`config.mk`:
```
export PLATFORM = sky130hd
export DESIGN_NAME = pch_host
export DESIGN_NICKNAME = d
export VERILOG_FILES = /design/src/rtl/pch_pkg.sv /design/src/rtl/pch_fifo.sv /design/src/rtl/pch_host.sv
export SDC_FILE = /design/constraint.sdc
export NUM_CORES = 2
export LEC_CHECK = 0
export BUFFER_PORTS_ARGS = -buffer_cell sky130_fd_sc_hd__buf_2
export CORE_MARGIN = 2
export CORE_UTILIZATION = 45
export CTS_CLUSTER_SIZE = 16
export DETAILED_ROUTE_END_ITERATION = 6
export SETUP_SLACK_MARGIN = 0.05
export SLEW_MARGIN = 20
export SYNTH_ARGS = -nofsm -noshare
export SYNTH_HDL_FRONTEND = slang
export SYNTH_SLANG_ARGS = --single-unit
```
`constraint.sdc`:
```
create_clock -name ref_clk_i -period 3.4 [get_ports ref_clk_i]
set_clock_uncertainty 0.15 [all_clocks]
set_input_delay 0.34 -clock ref_clk_i [delete_from_list [all_inputs] [get_ports ref_clk_i]]
set_output_delay 0.34 -clock ref_clk_i [all_outputs]
set_load 0.02 [all_outputs]
```
`src/rtl/pch_pkg.sv`:
```
// constants shared by the user-side controller of the pci core and its data fifo
// assumes one clock domain, the pci clock, for everything
package pch_pkg;
    localparam int DATA_W = 32;
    localparam int CBE_W = 4;
    localparam int FIFO_DEPTH = 32;
    localparam int ONE_WORD = 1;
    localparam int TWO_WORDS = 2;
    localparam int HOLDOFF_MAX = 8;
    localparam logic [CBE_W-1:0] CBE_ALL_LANES = 4'h0;
    localparam logic IRQ_IDLE_N = 1'b1;
    localparam logic ABORT_UNUSED = 1'b0;

    typedef enum logic [3:0] {
        PCH_IDLE = 4'h1,
        PCH_REQ = 4'h2,
        PCH_DATA = 4'h4,
        PCH_FINISH = 4'h8
    } pch_state_t;
endpackage

```
`src/rtl/pch_fifo.sv`:
```
// synchronous fifo with valid/ready on both sides
// assumes a single clock and a synchronous active-low reset
`timescale 1ns/1ps
`default_nettype none
module pch_fifo #(
    parameter int W = 32,
    parameter int DEPTH = 32,
    parameter int AW = $clog2(DEPTH)
) (
    input wire logic ref_clk_i,         // clock
    input wire logic rst_b_i,           // sync reset, active low
    input wire logic in_valid_i,        // write request
    output logic in_ready_o,            // space available
    input wire logic [W-1:0] in_data_i, // write data
    output logic out_valid_o,           // word available
    input wire logic out_ready_i,       // pop
    output logic [W-1:0] out_data_o,    // head word
    output logic [AW:0] count_o         // words held
);
    typedef struct packed {
        logic [DEPTH-1:0][W-1:0] mem;
        logic [AW-1:0] wp;
        logic [AW-1:0] rp;
        logic [AW:0] cnt;
        logic not_full;
    } pch_fifo_st_t;

    pch_fifo_st_t q, next_q;
    logic push, pop;

    always_comb begin
        next_q = q;
        push = in_valid_i && (q.cnt != (AW+1)'(DEPTH));
        pop = out_ready_i && (q.cnt != '0);
        if (push) begin
            next_q.mem[q.wp] = in_data_i;
            next_q.wp = (q.wp == AW'(DEPTH - 1)) ? '0 : q.wp + AW'(1);
        end
        if (pop) begin
            next_q.rp = (q.rp == AW'(DEPTH - 1)) ? '0 : q.rp + AW'(1);
        end
        next_q.cnt = q.cnt + (AW+1)'(push) - (AW+1)'(pop);
        // registered so that the space flag leaves the block from a flop
        next_q.not_full = (next_q.cnt != (AW+1)'(DEPTH));
    end

    always_ff @(posedge ref_clk_i) begin
        if (!rst_b_i) begin
            q <= '0;
            q.not_full <= 1'b1;
        end else begin
            q <= next_q;
        end
    end

    assign in_ready_o = q.not_full;
    assign out_valid_o = (q.cnt != '0);
    assign out_data_o = q.mem[q.rp];
    assign count_o = q.cnt;
endmodule
`default_nettype wire

```
`src/rtl/pch_host.sv`:
```
// user-side controller driving the back-end pins of a pci target/initiator core
// assumes the core runs on the same clock; its outputs are sampled without synchronisers
`timescale 1ns/1ps
`default_nettype none
module pch_host #(
    parameter int DATA_W = pch_pkg::DATA_W,
    parameter int FIFO_DEPTH = pch_pkg::FIFO_DEPTH,
    parameter int CW = $clog2(FIFO_DEPTH) + 1
) (
    input wire logic ref_clk_i,                                    // pci clock
    input wire logic rst_b_i,                                      // sync reset, active low
    input wire logic cmd_valid_i,                                  // start initiator transfer
    output logic cmd_ready_o,                                      // controller idle
    input wire logic cmd_write_i,                                  // 1 write, 0 read
    input wire logic [pch_pkg::CBE_W-1:0] cmd_code_i,              // bus command
    input wire logic [DATA_W-1:0] cmd_addr_i,                      // start address
    input wire logic [CW-1:0] cmd_words_i,                         // words, 0 taken as 1
    input wire logic wr_valid_i,                                   // write data valid
    output logic wr_ready_o,                                       // fifo space
    input wire logic [DATA_W-1:0] wr_data_i,                       // write data
    output logic rd_valid_o,                                       // read word pulse
    output logic [DATA_W-1:0] rd_data_o,                           // read word
    output logic xfer_done_o,                                      // transfer end pulse
    output logic xfer_early_o,                                     // ended before all words
    output logic xfer_timeout_o,                                   // timeout seen in transfer
    input wire logic irq_req_i,                                    // interrupt request level
    input wire logic isolate_req_i,                                // keep core off the bus
    input wire logic tgt_retry_i,                                  // retry target accesses
    input wire logic tgt_disconnect_i,                             // disconnect target access
    input wire logic tgt_data_avail_i,                             // target data on hand
    output logic user_ready_o,                                     // to core ready
    output logic user_terminate_o,                                 // to core terminate
    output logic user_target_abort_o,                              // to core target abort
    output logic user_irq_n_o,                                     // to core irq, low active
    output logic internal_bus_isolate_o,                           // to core keep-out
    output logic bus_request_o,                                    // to core request
    output logic [pch_pkg::CBE_W-1:0] initiator_cmd_byte_en_o,     // to core cmd/be
    output logic initiator_direction_o,                            // to core direction
    output logic complete_o,                                       // to core complete
    output logic [DATA_W-1:0] internal_ad_bus_o,                   // ad bus drive value
    output logic internal_ad_bus_oe_o,                             // ad bus drive enable
    input wire logic [DATA_W-1:0] internal_ad_bus_i,               // ad bus level
    input wire logic init_addr_n_i,                                // core address state, low
    input wire logic init_data_i,                                  // core initiator data state
    input wire logic transfer_done_pulse_i,                        // core data valid
    input wire logic source_advance_strobe_i,                      // core source enable
    input wire logic timeout_i                                     // core latency timeout
);
    import pch_pkg::*;

    typedef struct packed {
        pch_state_t st;
        logic cmd_ready;
        logic write;
        logic [CBE_W-1:0] cmd;
        logic [CW-1:0] words;
        logic [CW-1:0] done_cnt;
        logic [CW-1:0] load_cnt;
        logic seen_data;
        logic tmo;
        logic request;
        logic [CBE_W-1:0] cbe;
        logic dir;
        logic complete;
        logic [DATA_W-1:0] ad_out;
        logic ad_oe;
        logic [DATA_W-1:0] rd_data;
        logic rd_valid;
        logic done;
        logic early;
        logic tmo_out;
        logic ready;
        logic term;
        logic isolate;
        logic irq_n;
        logic abort;
    } pch_host_st_t;

    pch_host_st_t q, next_q;
    logic fifo_pop, fifo_valid;
    logic [DATA_W-1:0] fifo_data;
    logic [CW-1:0] fifo_count;
    logic [CW-1:0] req_words;

    pch_fifo #(.W(DATA_W), .DEPTH(FIFO_DEPTH)) u_fifo (
        .ref_clk_i(ref_clk_i),
        .rst_b_i(rst_b_i),
        .in_valid_i(wr_valid_i),
        .in_ready_o(wr_ready_o),
        .in_data_i(wr_data_i),
        .out_valid_o(fifo_valid),
        .out_ready_i(fifo_pop),
        .out_data_o(fifo_data),
        .count_o(fifo_count)
    );

    always_comb begin
        next_q = q;
        fifo_pop = 1'b0;
        req_words = (cmd_words_i == '0) ? CW'(ONE_WORD) : cmd_words_i;
        next_q.rd_valid = 1'b0;
        next_q.done = 1'b0;
        next_q.early = 1'b0;
        next_q.tmo_out = 1'b0;
        // target side answers
        next_q.isolate = isolate_req_i;
        next_q.term = isolate_req_i || tgt_retry_i || tgt_disconnect_i;
        if (isolate_req_i || tgt_retry_i) begin
            next_q.ready = 1'b0;
        end else if (tgt_disconnect_i) begin
            next_q.ready = tgt_data_avail_i;
        end else begin
            next_q.ready = 1'b1;
        end
        next_q.irq_n = ~irq_req_i;
        next_q.abort = ABORT_UNUSED;
        unique case (q.st)
            PCH_IDLE: begin
                // write waits until the whole burst sits in the fifo
                if (cmd_valid_i && (!cmd_write_i || fifo_count >= req_words)) begin
                    next_q.st = PCH_REQ;
                    next_q.cmd_ready = 1'b0;
                    next_q.write = cmd_write_i;
                    next_q.cmd = cmd_code_i;
                    next_q.words = req_words;
                    next_q.done_cnt = '0;
                    next_q.load_cnt = '0;
                    next_q.seen_data = 1'b0;
                    next_q.tmo = 1'b0;
                    next_q.request = 1'b1;
                    next_q.cbe = cmd_code_i;
                    next_q.dir = cmd_write_i;
                    next_q.complete = (req_words == CW'(ONE_WORD));
                    next_q.ad_out = cmd_addr_i;
                    next_q.ad_oe = 1'b1;
                end
            end
            PCH_REQ: begin
                if (!init_addr_n_i) begin
                    next_q.st = PCH_DATA;
                    next_q.request = 1'b0;
                    next_q.cbe = CBE_ALL_LANES;
                    next_q.complete = q.complete || (q.words <= CW'(TWO_WORDS));
                    next_q.ad_oe = q.write;
                    if (q.write) begin
                        next_q.ad_out = fifo_data;
                        next_q.load_cnt = CW'(ONE_WORD);
                        fifo_pop = 1'b1;
                    end
                end
            end
            PCH_DATA: begin
                if (init_data_i) begin
                    next_q.seen_data = 1'b1;
                end
                if (timeout_i) begin
                    next_q.tmo = 1'b1;
                end
                if (transfer_done_pulse_i) begin
                    next_q.done_cnt = q.done_cnt + CW'(ONE_WORD);
                    next_q.rd_valid = !q.write;
                    next_q.rd_data = internal_ad_bus_i;
                end
                if (next_q.done_cnt + CW'(TWO_WORDS) >= q.words) begin
                    next_q.complete = 1'b1;
                end
                if (q.write && source_advance_strobe_i && q.load_cnt < q.words && fifo_valid) begin
                    next_q.ad_out = fifo_data;
                    next_q.load_cnt = q.load_cnt + CW'(ONE_WORD);
                    fifo_pop = 1'b1;
                end
                if (q.seen_data && !init_data_i) begin
                    next_q.st = PCH_FINISH;
                    next_q.complete = 1'b0;
                    next_q.ad_oe = 1'b0;
                end
            end
            PCH_FINISH: begin
                next_q.st = PCH_IDLE;
                next_q.cmd_ready = 1'b1;
                next_q.done = 1'b1;
                next_q.early = (q.done_cnt < q.words);
                next_q.tmo_out = q.tmo;
                // drain unsent words of a cut-short write
                fifo_pop = q.write && (q.load_cnt < q.words) && fifo_valid;
                if (fifo_pop) begin
                    next_q.load_cnt = q.load_cnt + CW'(ONE_WORD);
                    next_q.st = PCH_FINISH;
                    next_q.cmd_ready = 1'b0;
                    next_q.done = 1'b0;
                    next_q.early = 1'b0;
                    next_q.tmo_out = 1'b0;
                end
            end
        endcase
    end

    always_ff @(posedge ref_clk_i) begin
        if (!rst_b_i) begin
            q <= '0;
            q.st <= PCH_IDLE;
            q.cmd_ready <= 1'b1;
            q.ready <= 1'b1;
            q.irq_n <= IRQ_IDLE_N;
            q.abort <= ABORT_UNUSED;
        end else begin
            q <= next_q;
        end
    end

    assign cmd_ready_o = q.cmd_ready;
    assign rd_valid_o = q.rd_valid;
    assign rd_data_o = q.rd_data;
    assign xfer_done_o = q.done;
    assign xfer_early_o = q.early;
    assign xfer_timeout_o = q.tmo_out;
    assign user_ready_o = q.ready;
    assign user_terminate_o = q.term;
    assign user_target_abort_o = q.abort;
    assign user_irq_n_o = q.irq_n;
    assign internal_bus_isolate_o = q.isolate;
    assign bus_request_o = q.request;
    assign initiator_cmd_byte_en_o = q.cbe;
    assign initiator_direction_o = q.dir;
    assign complete_o = q.complete;
    assign internal_ad_bus_o = q.ad_out;
    assign internal_ad_bus_oe_o = q.ad_oe;

    logic [3:0] holdoff_cnt;
    always_ff @(posedge ref_clk_i) begin
        if (!rst_b_i || user_ready_o || user_terminate_o) begin
            holdoff_cnt <= '0;
        end else if (holdoff_cnt != 4'hf) begin
            holdoff_cnt <= holdoff_cnt + 4'h1;
        end
    end
endmodule
`default_nettype wire

```
==> results.json <==
{
  "status": "finished, final reports clean",
  "whs_endpoint": "u_fifo.q[655]",
  "grt_usage_pct": 28.71,
  "drv_cap": 0,
  "synthFlopType": "dfxtp_1",
  "async_reset_ff_share_pct": 0,
  "power.total_mw": 29.65,
  "worst_slew_pin_slew_ns": 0.9601,
  "syn_area_sq_um": 50390,
  "end_kind": "register",
  "crit_path_start_kind": "register",
  "max_freq_mhz": 300.5,
  "worstSetupPathType": "reg -> reg",
  "io_pins": 204,
  "slew_headroom_pct": 34.34,
  "yosysUniqueCellTypes": 67,
  "synth_cells": 6067,
  "clock_latency_ns": 0.72,
  "r2r_start": "q[99]",
  "cp_max_fo": 3,
  "hp-start": "wr_data_i[30]",
  "hold_violations": 0,
  "timing.rr.end": "u_fifo.in_ready_o",
  "setup_viol": 0,
  "period_share_pct": 97.87,
  "grt_pass1_vias": 41850,
  "clockRootBuffer": "clkbuf_16",
  "r2r_slack_ns": 0.07,
  "initialDrtViolationCount": 4764,
  "gp_congestion": 0.8639,
  "p_per_area_nw_per_um2": 517.3,
  "h-tree-depth": 3,
  "hold_path.class": "in -> reg",
  "vias_per_cell": 5.773,
  "leakage_nw": 18.62,
  "max-vdd-ir-drop_uv": 503.4,
  "detail_route.wl_per_cell_um": 22.30,
  "avgSynthCellArea_sq_um": 8.306,
  "portBuffers": 202,
  "overflow": 0,
  "critPathRequiredTime_ns": 3.85,
  "syn2layout_area_growth_pct": 13.76,
  "die_h_um": 338.6,
  "cts_buffers": 120,
  "drc": 0,
  "worstHoldPathCells": 3,
  "vias": 43800,
  "r2r_cells": 18,
  "dr.pass1.iters": 7,
  "antenna_left": 0,
  "dieArea_sq_um": 114700,
  "fp.dieW_um": 338.6,
  "synth_fp_nets": 6230,
  "yosysWarnings": 0,
  "slew_violations": 0,
  "fin_crit_ns": 3.328,
  "cts_tree": "done",
  "num_rows": 122,
  "yosysSeqAreaShare_pct": 45.52,
  "cts.path.max_buffers": 3,
  "synth_edf_count": 0,
  "holdWs_ns": 0.04331,
  "drt-total-wl_um": 169200,
  "clkTransAtPathRegs_ns": 0.07,
  "grt_pass1_wl_um": 257900,
  "detailedPlacementHpwl_um": 99110,
  "cts_sinks": 1146,
  "nets": 6167,
  "final.setup.tns_ns": 0,
  "grt_antenna_before_repair": 13,
  "rsz0062_at_grt": "true",
  "initial_core_util_pct": 45.47,
  "layout_commonest_cell": "nand2_1",
  "layout.cells.most_common_list": "nand2_1 (1811), dfxtp_1 (1137), a21oi_1 (1124), nand3_1 (404), mux4_2 (255)",
  "drive_above_1_share_pct": 15.13,
  "grt_max_degree": 120,
  "core_area_sq_um": 110800,
  "ys_ff_latch": 1146,
  "arrival_ns": 3.77
}
==> cell type report <==
class,count,area (sq um)
Antenna cell,6,15.01
Multi-Input combinational cell,4143,24300
Sequential cell,1146,22970
Clock inverter,20,205.2
Timing Repair Buffer,497,3949
Fill cell,10400,53490
Tap cell,1488,1862
Clock buffer,191,3662
Inverter,96,372.9
==> worst max-delay path: stages (launching register included) <==
cell	delay (ns)
dfxtp_2	0.36
inv_4	0.05
ha_4	0.21
a21o_1	0.19
a21oi_2	0.11
o211ai_1	0.14
o21a_1	0.26
inv_2	0.08
ha_4	0.19
inv_2	0.06
ha_4	0.13
inv_2	0.04
fa_2	0.39
inv_2	0.07
a21oi_2	0.05
nor2_1	0.09
nor2_1	0.05
xnor2_1	0.13
or4_1	0.49
==> worst max path at each step <==
stage | to | depth (start not counted) | from
2_1_floorplan | u_fifo.in_ready_o | 16 | q[97]
3_3_place_gp | u_fifo.in_ready_o | 16 | q[99]
3_5_place_dp | u_fifo.in_ready_o | 15 | q[99]
4_1_cts | u_fifo.in_ready_o | 15 | q[99]
5_1_grt | u_fifo.in_ready_o | 18 | q[98]
6_report | u_fifo.in_ready_o | 18 | q[99]
==> cells in the mapped netlist, drive strengths merged, types with 4 or more instances <==
cell | number | area (sq um)
nand2 | 1812 | 6802
dfxtp | 1146 | 22940
a21oi | 1127 | 5640
clkbuf | 481 | 1805
nand3 | 406 | 2032
mux4 | 255 | 5743
buf | 201 | 1129
nor2b | 98 | 613.1
inv | 95 | 356.6
o21ai | 56 | 280.3
a31oi | 44 | 275.3
ha | 41 | 513.0
nor2 | 40 | 157.6
o22ai | 33 | 206.5
a2111oi | 31 | 271.5
mux2 | 31 | 349.1
a21boi | 30 | 225.2
and3 | 27 | 168.9
and2 | 12 | 75.07
nor3 | 9 | 45.04
xnor2 | 9 | 78.83
nand2b | 8 | 50.05
a21o | 6 | 45.04
nand4 | 6 | 37.54
nor3b | 6 | 45.04
or4 | 4 | 30.03
==> where the power goes <==
part | total [mW] | internal [mW] | switching, mW
Sequential | 13.9 | 13.7 | 0.219
Combinational | 2.74 | 0.857 | 1.88
Clock | 13.0 | 7.47 | 5.54
Total | 29.7 | 22.0 | 7.64
==> state kept, by name (all words and copies together), names as in the netlist, 4 cells and up <==
name	flops
internal_ad_bus_o	32
u_fifo.count_o	6
rd_data_o	32
u_fifo.q	1034
q	24
initiator_cmd_byte_en_o	4
==> routing by layer <==
metal	vias up	global-route usage, %	part of all wire (%)
li1	20400	-	-
met4	0	10.06	3.4
met5	-	0	0
met3	342	4.245	7.7
met2	1690	46.56	47
met1	21360	39.08	42
==> through the flow <==
stage | std cells | utilization, % | cell area (sq um) | setup WS, ns
floorplan | 6067 | - | 50460 | 0.03035
global placement | 7276 | 47.36 | 52490 | 0.09639
detailed placement | 7276 | 47.36 | 52490 | 0.07981
CTS | 7576 | 51.66 | 57240 | 0.06640
global route | 7584 | 51.72 | 57320 | -0.07702
finish | 7587 | 51.73 | 57330 | 0.07241
==> cell families after synthesis <==
kind of cell,share of synthesized area (%)
simple gates,20.27
xor+xnor,0.2086
fa+ha+maj,1.058
mux,12.15
compound gates,14.25
flops,45.52
buf+inv,6.537
other cells,0.007441
==> timing repair <==
action                                  4_1_cts  5_1_grt
gates resized for setup                       0       11
endpoints found under the setup margin        0        2
setup buffers                                 0        5
hold endpoints to repair                     92        0
hold buffers                                 89        0
Power figures use the tool's default switching activity.
